===== src/core/uwm_pkg.sv =====
// package: offsets, fields, reset values and carrier types for the window/msi slice
package uwm_pkg;

  // ----------------------------------------
  // register offsets (byte addresses)
  // ----------------------------------------
  localparam logic [7:0] OFF_WIN0_XBASE = 8'he0;
  localparam logic [7:0] OFF_WIN0_SETUP = 8'he4;
  localparam logic [7:0] OFF_WIN1_XBASE = 8'he8;
  localparam logic [7:0] OFF_WIN1_SETUP = 8'hec;
  localparam logic [7:0] OFF_MSI_CTRL   = 8'hf0;

  // ----------------------------------------
  // field positions
  // ----------------------------------------
  localparam int TYPE_SEL_BIT  = 0;
  localparam int ATYPE_LO      = 1;
  localparam int ATYPE_HI      = 2;
  localparam int PREF_BIT      = 3;
  localparam int WIN0_LO       = 12;
  localparam int WIN1_LO       = 6;
  localparam int MASK_HI       = 30;
  localparam int ENABLE_BIT    = 31;
  localparam int CAP_ID_LO     = 0;
  localparam int NEXT_PTR_LO   = 8;
  localparam int MSI_EN_BIT    = 16;
  localparam int MMC_LO        = 17;
  localparam int MME_LO        = 20;
  localparam int MME_HI        = 22;
  localparam int CAP64_BIT     = 23;

  // ----------------------------------------
  // reset and fixed values
  // ----------------------------------------
  localparam logic [1:0]  ATYPE_32     = 2'h0;
  localparam logic [1:0]  ATYPE_64     = 2'h1;
  localparam logic        TYPE_MEM     = 1'h0;
  localparam logic        PREF_RST     = 1'h0;
  localparam logic [18:0] MASK0_RST    = 19'h00000;
  localparam logic [24:0] MASK1_RST    = 25'h0000000;
  localparam logic        EN0_FIXED    = 1'h1;
  localparam logic        EN1_RST      = 1'h0;
  localparam logic [19:0] XBASE0_RST   = 20'h00000;
  localparam logic [25:0] XBASE1_RST   = 26'h0000000;
  localparam logic [7:0]  MSI_CAP_ID   = 8'h05;
  localparam logic [7:0]  MSI_NEXT_PTR = 8'h00;
  localparam logic [2:0]  MMC_VALUE    = 3'h0;
  localparam logic [2:0]  MME_RST      = 3'h0;
  localparam logic        MSI_EN_RST   = 1'h0;
  localparam logic        CAP64_RST    = 1'h1;
  localparam logic [31:0] RDATA_NONE   = 32'h00000000;

  // ----------------------------------------
  // interrupt pins and synchroniser
  // ----------------------------------------
  localparam int          NUM_INTX     = 4;
  localparam logic        SYNC_RST     = 1'h1;

  // ----------------------------------------
  // carrier types
  // ----------------------------------------
  typedef struct packed {
    logic [7:0]  addr;
    logic [31:0] wdata;
    logic        wr;
    logic        rd;
    logic        side_load_write;
  } uwm_reg_req_t;

  typedef struct packed {
    logic        valid;
    logic        is_io;
    logic [31:0] addr;
  } uwm_txn_t;

  typedef struct packed {
    logic        valid;
    logic        hit0;
    logic        hit1;
    logic [31:0] addr;
  } uwm_txn_out_t;

endpackage


===== src/core/uwm_pin_sync.sv =====
// three-flop input synchroniser per interrupt pin, change taken when stages two and three agree
`timescale 1ns/1ps
module uwm_pin_sync #(
  parameter int N = 4
) (
  input  wire logic         clk,       // core clock
  input  wire logic         rst_n,     // async reset, active low
  input  wire logic [N-1:0] pin_in,    // asynchronous pin levels
  output logic      [N-1:0] pin_out    // filtered synchronous levels
);

  genvar g;
  generate
    for (g = 0; g < N; g++) begin : g_bit
      logic s1_reg;
      logic s2_reg;
      logic s3_reg;
      always_ff @(posedge clk or negedge rst_n) begin
        if (!rst_n) begin
          s1_reg <= uwm_pkg::SYNC_RST;
          s2_reg <= uwm_pkg::SYNC_RST;
          s3_reg <= uwm_pkg::SYNC_RST;
        end else begin
          s1_reg <= pin_in[g];
          s2_reg <= s1_reg;
          s3_reg <= s2_reg;
        end
      end
      always_ff @(posedge clk or negedge rst_n) begin
        if (!rst_n) begin
          pin_out[g] <= uwm_pkg::SYNC_RST;
        end else if (s2_reg == s3_reg) begin
          pin_out[g] <= s3_reg;
        end
      end
    end
  endgenerate

endmodule


===== src/core/uwm_win_xlate.sv =====
// one upstream window: hit detect against its base and masked address replacement
`timescale 1ns/1ps
module uwm_win_xlate #(
  parameter int LO = 12
) (
  input  wire logic          clk,      // core clock
  input  wire logic          rst_n,    // async reset, active low
  input  wire logic          en,       // window enable
  input  wire logic          allow_io, // window accepts i/o cycles
  input  wire uwm_pkg::uwm_txn_t txn,  // incoming upstream transaction
  input  wire logic [31:0]   bar_base, // window base address
  input  wire logic [30:LO]  mask,     // size mask, 1 = bit left out of hit compare and taken from xbase
  input  wire logic [31:LO]  xbase,    // translated base
  output logic               hit,      // registered hit
  output logic      [31:0]   addr_out  // registered translated address
);

  logic [31:LO] sel;
  logic [31:LO] cmp;
  logic         hit_now;

  always_comb begin
    sel     = {1'b0, mask};
    cmp     = (txn.addr[31:LO] ^ bar_base[31:LO]) & ~sel;
    hit_now = txn.valid && en && (allow_io || !txn.is_io) && (cmp == '0);
  end

  always_ff @(posedge clk or negedge rst_n) begin
    if (!rst_n) begin
      hit      <= 1'b0;
      addr_out <= 32'h00000000;
    end else begin
      hit      <= hit_now;
      // swap masked bits for translated base, keep low offset
      addr_out <= {(txn.addr[31:LO] & ~sel) | (xbase & sel), txn.addr[LO-1:0]};
    end
  end

endmodule


===== src/core/uwm_regs.sv =====
// upstream window setup, translated bases and msi control word with address translation
`timescale 1ns/1ps
module uwm_regs (
  input  wire logic                  clk,          // core clock, 10 MHz
  input  wire logic                  rst_n,        // async reset, active low
  input  wire uwm_pkg::uwm_reg_req_t req,          // register access request
  output logic                [31:0] rdata,        // read data, cycle after read
  input  wire uwm_pkg::uwm_txn_t     txn,          // upstream transaction in
  input  wire logic           [31:0] win0_bar,     // window 0 base address
  input  wire logic           [31:0] win1_bar,     // window 1 base address
  output uwm_pkg::uwm_txn_out_t      txn_out,      // translated transaction
  input  wire logic [uwm_pkg::NUM_INTX-1:0] intx_pin_n, // interrupt pins, low active
  output logic [uwm_pkg::NUM_INTX-1:0] intx_out_n, // intx forwarded when msi off
  output logic                       msi_req,      // pulse: msi message wanted
  output logic                       msi_mode,     // msi enable state
  output logic                [2:0]  msi_mme       // allocated message code
);

  // ----------------------------------------
  // register state
  // ----------------------------------------
  logic [1:0]  atype0_reg;
  logic        pref0_reg;
  logic [18:0] mask0_reg;
  logic [19:0] xbase0_reg;
  logic [1:0]  atype1_reg;
  logic        pref1_reg;
  logic [24:0] mask1_reg;
  logic        en1_reg;
  logic [25:0] xbase1_reg;
  logic        msi_en_reg;
  logic [2:0]  mme_reg;
  logic        cap64_reg;

  logic        wr_any;
  logic        sl;
  logic [31:0] wd;

  always_comb begin
    sl     = req.side_load_write;
    wr_any = req.wr || sl;
    wd     = req.wdata;
  end

  // ----------------------------------------
  // address decode
  // ----------------------------------------
  logic        hit_xbase0;
  logic        hit_setup0;
  logic        hit_xbase1;
  logic        hit_setup1;
  logic        hit_msi;

  // one decode per register, shared by every write path
  always_comb begin
    hit_xbase0 = (req.addr == uwm_pkg::OFF_WIN0_XBASE);
    hit_setup0 = (req.addr == uwm_pkg::OFF_WIN0_SETUP);
    hit_xbase1 = (req.addr == uwm_pkg::OFF_WIN1_XBASE);
    hit_setup1 = (req.addr == uwm_pkg::OFF_WIN1_SETUP);
    hit_msi    = (req.addr == uwm_pkg::OFF_MSI_CTRL);
  end

  // ----------------------------------------
  // window 0 setup and translated base
  // ----------------------------------------
  always_ff @(posedge clk or negedge rst_n) begin
    if (!rst_n) begin
      atype0_reg <= uwm_pkg::ATYPE_32;
      pref0_reg  <= uwm_pkg::PREF_RST;
      mask0_reg  <= uwm_pkg::MASK0_RST;
    end else if (sl && hit_setup0) begin
      atype0_reg <= wd[uwm_pkg::ATYPE_HI:uwm_pkg::ATYPE_LO];
      pref0_reg  <= wd[uwm_pkg::PREF_BIT];
      mask0_reg  <= wd[uwm_pkg::MASK_HI:uwm_pkg::WIN0_LO];
    end
  end

  always_ff @(posedge clk or negedge rst_n) begin
    if (!rst_n) begin
      xbase0_reg <= uwm_pkg::XBASE0_RST;
    end else if (wr_any && hit_xbase0) begin
      xbase0_reg <= wd[31:uwm_pkg::WIN0_LO];
    end
  end

  // ----------------------------------------
  // window 1 setup and translated base
  // ----------------------------------------
  // only the side-load path opens or closes window 1
  always_ff @(posedge clk or negedge rst_n) begin
    if (!rst_n) begin
      atype1_reg <= uwm_pkg::ATYPE_32;
      pref1_reg  <= uwm_pkg::PREF_RST;
      mask1_reg  <= uwm_pkg::MASK1_RST;
      en1_reg    <= uwm_pkg::EN1_RST;
    end else if (sl && hit_setup1) begin
      atype1_reg <= wd[uwm_pkg::ATYPE_HI:uwm_pkg::ATYPE_LO];
      pref1_reg  <= wd[uwm_pkg::PREF_BIT];
      mask1_reg  <= wd[uwm_pkg::MASK_HI:uwm_pkg::WIN1_LO];
      en1_reg    <= wd[uwm_pkg::ENABLE_BIT];
    end
  end

  always_ff @(posedge clk or negedge rst_n) begin
    if (!rst_n) begin
      xbase1_reg <= uwm_pkg::XBASE1_RST;
    end else if (wr_any && hit_xbase1) begin
      xbase1_reg <= wd[31:uwm_pkg::WIN1_LO];
    end
  end

  // ----------------------------------------
  // msi message control
  // ----------------------------------------
  always_ff @(posedge clk or negedge rst_n) begin
    if (!rst_n) begin
      msi_en_reg <= uwm_pkg::MSI_EN_RST;
    end else if (wr_any && hit_msi) begin
      msi_en_reg <= wd[uwm_pkg::MSI_EN_BIT];
    end
  end

  // reserved codes are kept as written, software owns the choice
  always_ff @(posedge clk or negedge rst_n) begin
    if (!rst_n) begin
      mme_reg <= uwm_pkg::MME_RST;
    end else if (wr_any && hit_msi) begin
      mme_reg <= wd[uwm_pkg::MME_HI:uwm_pkg::MME_LO];
    end
  end

  always_ff @(posedge clk or negedge rst_n) begin
    if (!rst_n) begin
      cap64_reg <= uwm_pkg::CAP64_RST;
    end else if (wr_any && hit_msi) begin
      cap64_reg <= wd[uwm_pkg::CAP64_BIT];
    end
  end

  // ----------------------------------------
  // read path
  // ----------------------------------------
  logic [31:0] rd_mux;

  always_comb begin
    rd_mux = uwm_pkg::RDATA_NONE;
    unique case (req.addr)
      uwm_pkg::OFF_WIN0_XBASE: rd_mux = {xbase0_reg, 12'h000};
      uwm_pkg::OFF_WIN0_SETUP: begin
        rd_mux[uwm_pkg::TYPE_SEL_BIT] = uwm_pkg::TYPE_MEM;
        rd_mux[uwm_pkg::ATYPE_HI:uwm_pkg::ATYPE_LO] = atype0_reg;
        rd_mux[uwm_pkg::PREF_BIT] = pref0_reg;
        rd_mux[uwm_pkg::MASK_HI:uwm_pkg::WIN0_LO] = mask0_reg;
        rd_mux[uwm_pkg::ENABLE_BIT] = uwm_pkg::EN0_FIXED;
      end
      uwm_pkg::OFF_WIN1_XBASE: rd_mux = {xbase1_reg, 6'h00};
      uwm_pkg::OFF_WIN1_SETUP: begin
        rd_mux[uwm_pkg::TYPE_SEL_BIT] = uwm_pkg::TYPE_MEM;
        rd_mux[uwm_pkg::ATYPE_HI:uwm_pkg::ATYPE_LO] = atype1_reg;
        rd_mux[uwm_pkg::PREF_BIT] = pref1_reg;
        rd_mux[uwm_pkg::MASK_HI:uwm_pkg::WIN1_LO] = mask1_reg;
        rd_mux[uwm_pkg::ENABLE_BIT] = en1_reg;
      end
      uwm_pkg::OFF_MSI_CTRL: begin
        rd_mux[uwm_pkg::NEXT_PTR_LO-1:uwm_pkg::CAP_ID_LO] = uwm_pkg::MSI_CAP_ID;
        rd_mux[uwm_pkg::MSI_EN_BIT-1:uwm_pkg::NEXT_PTR_LO] = uwm_pkg::MSI_NEXT_PTR;
        rd_mux[uwm_pkg::MSI_EN_BIT] = msi_en_reg;
        rd_mux[uwm_pkg::MME_LO-1:uwm_pkg::MMC_LO] = uwm_pkg::MMC_VALUE;
        rd_mux[uwm_pkg::MME_HI:uwm_pkg::MME_LO] = mme_reg;
        rd_mux[uwm_pkg::CAP64_BIT] = cap64_reg;
      end
      default: rd_mux = uwm_pkg::RDATA_NONE;
    endcase
  end

  always_ff @(posedge clk or negedge rst_n) begin
    if (!rst_n) begin
      rdata <= uwm_pkg::RDATA_NONE;
    end else if (req.rd) begin
      rdata <= rd_mux;
    end else begin
      rdata <= uwm_pkg::RDATA_NONE;
    end
  end

  // ----------------------------------------
  // address translation
  // ----------------------------------------
  logic        hit0;
  logic        hit1;
  logic [31:0] a0;
  logic [31:0] a1;
  logic        vld_d;
  logic [31:0] addr_d;

  uwm_win_xlate #(.LO(uwm_pkg::WIN0_LO)) u_win0 (
    .clk      (clk),
    .rst_n    (rst_n),
    .en       (uwm_pkg::EN0_FIXED),
    .allow_io (1'b0),
    .txn      (txn),
    .bar_base (win0_bar),
    .mask     (mask0_reg),
    .xbase    (xbase0_reg),
    .hit      (hit0),
    .addr_out (a0)
  );

  uwm_win_xlate #(.LO(uwm_pkg::WIN1_LO)) u_win1 (
    .clk      (clk),
    .rst_n    (rst_n),
    .en       (en1_reg),
    .allow_io (1'b1),
    .txn      (txn),
    .bar_base (win1_bar),
    .mask     (mask1_reg),
    .xbase    (xbase1_reg),
    .hit      (hit1),
    .addr_out (a1)
  );

  always_ff @(posedge clk or negedge rst_n) begin
    if (!rst_n) begin
      vld_d  <= 1'b0;
      addr_d <= 32'h00000000;
    end else begin
      vld_d  <= txn.valid;
      addr_d <= txn.addr;
    end
  end

  always_ff @(posedge clk or negedge rst_n) begin
    if (!rst_n) begin
      txn_out <= '0;
    end else begin
      txn_out.valid <= vld_d;
      txn_out.hit0  <= hit0;
      txn_out.hit1  <= hit1 && !hit0;
      // window 0 wins on overlap, a miss passes unchanged
      txn_out.addr  <= hit0 ? a0 : (hit1 ? a1 : addr_d);
    end
  end

  // ----------------------------------------
  // interrupt path selection
  // ----------------------------------------
  logic [uwm_pkg::NUM_INTX-1:0] pin_s;
  logic [uwm_pkg::NUM_INTX-1:0] pin_prev_reg;

  uwm_pin_sync #(.N(uwm_pkg::NUM_INTX)) u_sync (
    .clk     (clk),
    .rst_n   (rst_n),
    .pin_in  (intx_pin_n),
    .pin_out (pin_s)
  );

  // with msi enabled, any synced pin going low asks for one message
  always_ff @(posedge clk or negedge rst_n) begin
    if (!rst_n) begin
      pin_prev_reg <= '1;
      msi_req      <= 1'b0;
    end else begin
      pin_prev_reg <= pin_s;
      msi_req      <= msi_en_reg && |(pin_prev_reg & ~pin_s);
    end
  end

  // msi mode hides the pins from the legacy path
  always_ff @(posedge clk or negedge rst_n) begin
    if (!rst_n) begin
      intx_out_n <= '1;
    end else begin
      intx_out_n <= msi_en_reg ? '1 : pin_s;
    end
  end

  always_ff @(posedge clk or negedge rst_n) begin
    if (!rst_n) begin
      msi_mode <= uwm_pkg::MSI_EN_RST;
      msi_mme  <= uwm_pkg::MME_RST;
    end else begin
      msi_mode <= msi_en_reg;
      msi_mme  <= mme_reg;
    end
  end

endmodule


===== config.mk =====
export PLATFORM = sky130hd
export DESIGN_NAME = uwm_regs
export DESIGN_NICKNAME = d
export VERILOG_FILES = /design/src/core/uwm_pkg.sv /design/src/core/uwm_pin_sync.sv /design/src/core/uwm_win_xlate.sv /design/src/core/uwm_regs.sv
export SDC_FILE = /design/constraint.sdc
export NUM_CORES = 1
export LEC_CHECK = 0
export BUFFER_PORTS_ARGS = -buffer_cell sky130_fd_sc_hd__buf_4
export CAP_MARGIN = 15
export CORE_MARGIN = 1.5
export CORE_UTILIZATION = 44
export CTS_BUF_LIST = sky130_fd_sc_hd__clkbuf_2
export CTS_CLUSTER_DIAMETER = 30
export CTS_CLUSTER_SIZE = 20
export DETAILED_ROUTE_END_ITERATION = 8
export GPL_TIMING_DRIVEN = 0
export HOLD_SLACK_MARGIN = 0.05
export PLACE_DENSITY = 0.63
export SKIP_LAST_GASP = 1
export SYNTH_ARGS = -nofsm -noshare
export SYNTH_HDL_FRONTEND = slang
export SYNTH_HIERARCHICAL = 1
export SYNTH_SLANG_ARGS = --single-unit

===== constraint.sdc =====
create_clock -name clk -period 1.8 [get_ports clk]
set_input_delay 0.36 -clock clk [delete_from_list [all_inputs] [get_ports clk]]
set_output_delay 0.36 -clock clk [all_outputs]
set_load 0.01 [all_outputs]

==> out/metrics.sh <==
WORSTREG2REGEND='u_win1/hit'
ENDPOINT_KIND='primary output'
GRT_ANTENNA_BEFORE_REPAIR=2
WIDTH_OF_THE_CHIP_UM=165
FAILING_CHECKS='setup timing'
FINALCRITICALPERIOD_NS=1.88
CLOCK_LATENCY_ON_THE_WORST_SKEW_PAIR_NS=0.88
GRT_OVERFLOW_TOTAL=0
NETSW_mW=3.41
SEQ_POWER_SHARE=0.533
CRITICAL_PATH_CELL_COUNT=1
FINISH.NET_COUNT=1279
SYNTH.FF_LATCH_COUNT=295
WORSTHOLDPATHCELLS=6
TOP_CELL_TYPE_S_SHARE_OF_SYNTHESIZED_AREA=0.588
PRECTSSETUPSLACK_NS=-0.682
CLKSLEWWORSTSETUPHOLDPATHS_NS=0.13
DETAIL_ROUTE.VIAS_PER_CELL=5.02
LIBRARY_CELLS_USED_BY_SYNTHESIS=42
DRT_FIRST_ITER_VIOLATIONS=406
CRIT_REQUIRED_NS=1.44
CLOCK.FMAX_GHz=0.532
GP_CONGESTION=0.798
SEQUENTIAL_TO_TOTAL_AREA_SHARE_FROM_YOSYS_STAT=0.645
DRT-TOTAL-WL_MM=30.7
NUMPLACEDINSTANCES=1310
CRIT_FAMILY='flip-flops'
CLOCK_TREE.ROOT_CELL='sky130_fd_sc_hd__clkbuf_2'
VIAS_IN_THE_FIRST_GLOBAL_ROUTE=8020
POSTROUTEANTENNANETS=0
FP.DIEAREA_UM2=27100
FINAL-INSTANCE-COUNT-EXCL-FILL=1511
WORST_PATH_MAX_DELAY_CELL='sky130_fd_sc_hd__dfstp_2'
FILL_CELLS=2064
OUTCOME='complete, but fails checks'
WORSTHOLDPATHTYPE='in -> reg'
WORSTSETUPSTARTPOINTTYPE='flip-flop'
FINAL_CORE_UTIL=0.607
NUMBER_OF_INSTANCES_IN_THE_SYNTHESIZED_NETLIST=777
POST_SYNTH.CELL_AREA_AVG_UM2=14.8
POST_SYNTH_INSTANCE_AREA_UM2=11500
TIMING.FINAL.SETUP_VIOLATIONS=6
SYNTH_FLOP_CELL='sky130_fd_sc_hd__dfrtp_1'
ROWS=58
CRITICAL_PATH_CLASS='reg -> out'
RANKING_OF_SYNTHESIZED_CELLS_BY_INSTANCE_COUNT='270 x sky130_fd_sc_hd__dfrtp_1, 114 x sky130_fd_sc_hd__mux2_2, 47 x sky130_fd_sc_hd__mux2i_1'
FIN_WORST_SKEW_NS=0.0621
IOPINCOUNT=223
TIGHTEST_SLEW_NS=1.02
REGISTER_CONTAINING_THE_MOST_FLIP_FLOPS_IN_THE_FINAL_LAYOUT='txn_out'
POWER_DENSITY_OVER_CELL_AREA_nW_PER_UM2=875
WORST_REG2REG_PATH_LENGTH_IN_CELLS=5
SYNTH_ENABLE_FLOP_CELLS=0
WORSTPATHBUFFERINVERTERCOUNT=1
NETLIST.TOP_CELL.BY_AREA='sky130_fd_sc_hd__dfrtp_1'
BUFFER_PORTS.INSERTED=198
DP_HPWL_MM=20.6
OVERALL_FRACTION_OF_GLOBAL_ROUTE_TRACKS_IN_USE=0.235
FIN_SETUP_TNS_NS=-0.282
ARRIVAL_NS=1.52
GRT_PASS1_WL_MM=46.8
NET_SW_FRAC=0.253
GRT_START_MAX_NET_PINS=125
CTS.REPAIR_TIMING.SETUP_BUFFER_COUNT=0
HOLD_PATH_END='u_win1/hit'
REPORT.FINAL.SLEW_VIOL_COUNT=0
ASYNC_RESET_FF_FRAC=1.00
DR_TOTAL_VIAS=7589
FINAL_LAYOUT_SIZE_SUFFIX_GT1_FRAC=0.410
DETAILEDROUTE.FIRSTPASSITERATIONCOUNT=4
CAP_VIOL_MAX_COUNT=0
TIMING.FINAL.CRIT_SHARE=1.04
CORE_REGION_AREA_UM2=25400
INITIAL_CORE_UTIL=0.453
FINALHOLDWORSTSLACK_NS=0.0854
SYNTH_TOP_CELLS_BY_AREA='sky130_fd_sc_hd__dfrtp_1 59%, sky130_fd_sc_hd__mux2_2 11%, sky130_fd_sc_hd__dfstp_2 5.7%, sky130_fd_sc_hd__mux2i_1 4.1%, sky130_fd_sc_hd__mux2_1 3.5%'
CRIT_PATH_CELL_TRACE='buf_6'
LARGEST_REGISTER_FF_COUNT=35
CLOCK_SINKS=295
SYN2LAYOUT_AREA_GROWTH_PCT=34.0
CRITICAL_PATH.REG2REG.STARTPOINT='mask1_reg[10]'
RSZ0062_AT_GRT='true'
SETUP_WS_POST_LAYOUT_NS=-0.0788
DRT_DRC_VIOLATIONS_LEFT=0
POWER.IR.VDD_WORST_V=0.000491
INTERNAL_POWER_CONSUMPTION_mW=10.1
TRITONCTS='done'
TIMING.FINAL.HOLD_VIOLATIONS=0
YOSYS.CELL_COUNT.TOP_TYPE='sky130_fd_sc_hd__dfrtp_1'
MIN-DELAY-START='win1_bar[23]'
WORST_SLEW_MARGIN_REL=0.320
ROUTED_WIRE_LENGTH_PER_INSTANCE_UM=20.3
SLOWEST_DELAY_NS=0.55
WORST-PATH-MAX-FANOUT=1
HTREEDEPTH=2
REG2REG_SETUP_SLACK_NS=0.12
SYNTH_WARNINGS=6
COMBINATIONALPOWERSHARE=0.106
POWER_LEAKAGE_nW=7.17
CTS-BUFFERS-INSERTED=55
CLOCK_TREE.BUFFER_DEPTH=3
DIEHEIGHT_UM=165
POWER.SHARE.CLOCK=0.361
-- power by group through the flow --
stage | registers (mW) | clock network (mW) | logic [mW]
floorplan | 7.27 | 0 | 0.513
global placement | 7.29 | 0 | 1.20
detailed placement | 7.30 | 0 | 1.23
CTS | 7.18 | 5.00 | 1.44
global route | 7.23 | 5.30 | 1.55
finish | 7.18 | 4.87 | 1.43
-- per-stage QoR --
stage               total power, mW  instance area, um2
floorplan                      7.78               11500
global placement               8.49               13400
detailed placement             8.53               13500
CTS                            13.6               15400
global route                   14.1               15400
finish                         13.5               15400
-- per-layer routing --
metal  global-route usage  wire [um]  share of wire  vias up
li1                     -          -              -     3498
met5                    0          0              0        -
met4               0.0672        585          0.019        0
met1                0.319      13200           0.43     3787
met3               0.0485       2200          0.072       49
met2                0.384      14800           0.48      255
-- cell families after synthesis --
| logic type | after synthesis | share of synthesized area |
|---|---|---|
| AOI/OAI and AO/OA | 73 | 0.0368 |
| xor gates and xnor gates | 46 | 0.0357 |
| adders and majority gates | 4 | 0.00392 |
| buffers and inverters | 38 | 0.0162 |
| DFF | 295 | 0.645 |
| muxes | 211 | 0.215 |
| other | 2 | 0.000653 |
| and+or+nand+nor | 108 | 0.0466 |
-- repair_timing --
action	in CTS	in global routing
endpoints found under the setup margin	66	85
resized for setup	59	15
hold endpoints to repair	488	0
hold buffers	95	0
-- worst max path at each step --
stage,slack [ns],from,endpoint
6_report,-0.08,intx_out_n[3],intx_out_n[3]
3_3_place_gp,-2.21,rst_n,mask1_reg[22]
2_1_floorplan,0.01,req[41],atype1_reg[0]
4_1_cts,-0.17,intx_out_n[3],intx_out_n[3]
5_1_grt,-0.17,intx_out_n[3],intx_out_n[3]
3_5_place_dp,-0.68,req[41],mask1_reg[15]
-- layout make-up --
| class | count | area, um2 | area share |
|---|---|---|---|
| Multi-Input combinational cell | 447 | 3910 | 0.254 |
| Clock inverter | 33 | 370 | 0.0240 |
| Sequential cell | 295 | 7410 | 0.481 |
| Buffer | 33 | 173 | 0.0112 |
| Antenna cell | 3 | 7.51 | 0.000487 |
| Inverter | 5 | 18.8 | 0.00122 |
| Tap cell | 330 | 413 | 0.0268 |
| Timing Repair Buffer | 295 | 2750 | 0.179 |
| Clock buffer | 70 | 350 | 0.0227 |
-- layout by cell type (no fill, tap or decap), types with 5 or more instances in the layout --
cell,synthesis,final
sky130_fd_sc_hd__and3_1,14,14
sky130_fd_sc_hd__bufinv_16,0,8
sky130_fd_sc_hd__mux2i_1,47,47
sky130_fd_sc_hd__mux2_2,114,114
sky130_fd_sc_hd__a21oi_1,7,7
sky130_fd_sc_hd__dfstp_2,25,25
sky130_fd_sc_hd__conb_1,2,5
sky130_fd_sc_hd__buf_6,2,69
sky130_fd_sc_hd__xnor2_1,45,45
sky130_fd_sc_hd__clkinvlp_4,0,6
sky130_fd_sc_hd__nand3_1,5,5
sky130_fd_sc_hd__nand2_1,40,40
sky130_fd_sc_hd__mux2_1,36,36
sky130_fd_sc_hd__buf_4,3,133
sky130_fd_sc_hd__dfrtp_1,270,270
sky130_fd_sc_hd__clkinv_2,0,7
sky130_fd_sc_hd__nor2_1,26,26
sky130_fd_sc_hd__buf_2,14,14
sky130_fd_sc_hd__mux4_2,14,14
sky130_fd_sc_hd__o22ai_1,24,24
sky130_fd_sc_hd__clkinv_1,0,10
sky130_fd_sc_hd__o21ai_0,33,33
sky130_fd_sc_hd__dlygate4sd3_1,0,95
sky130_fd_sc_hd__clkbuf_2,0,74
sky130_fd_sc_hd__inv_1,5,5
sky130_fd_sc_hd__clkbuf_1,13,9
-- worst min-delay path: stages --
cell and delay [ns]:
sky130_fd_sc_hd__buf_4 0.08, sky130_fd_sc_hd__xnor2_1 0.06, sky130_fd_sc_hd__o22ai_1 0.24, sky130_fd_sc_hd__nor2_1 0.07
sky130_fd_sc_hd__nand2_1 0.07, sky130_fd_sc_hd__nor4_2 0.05
(Power assumes the default switching activity.)
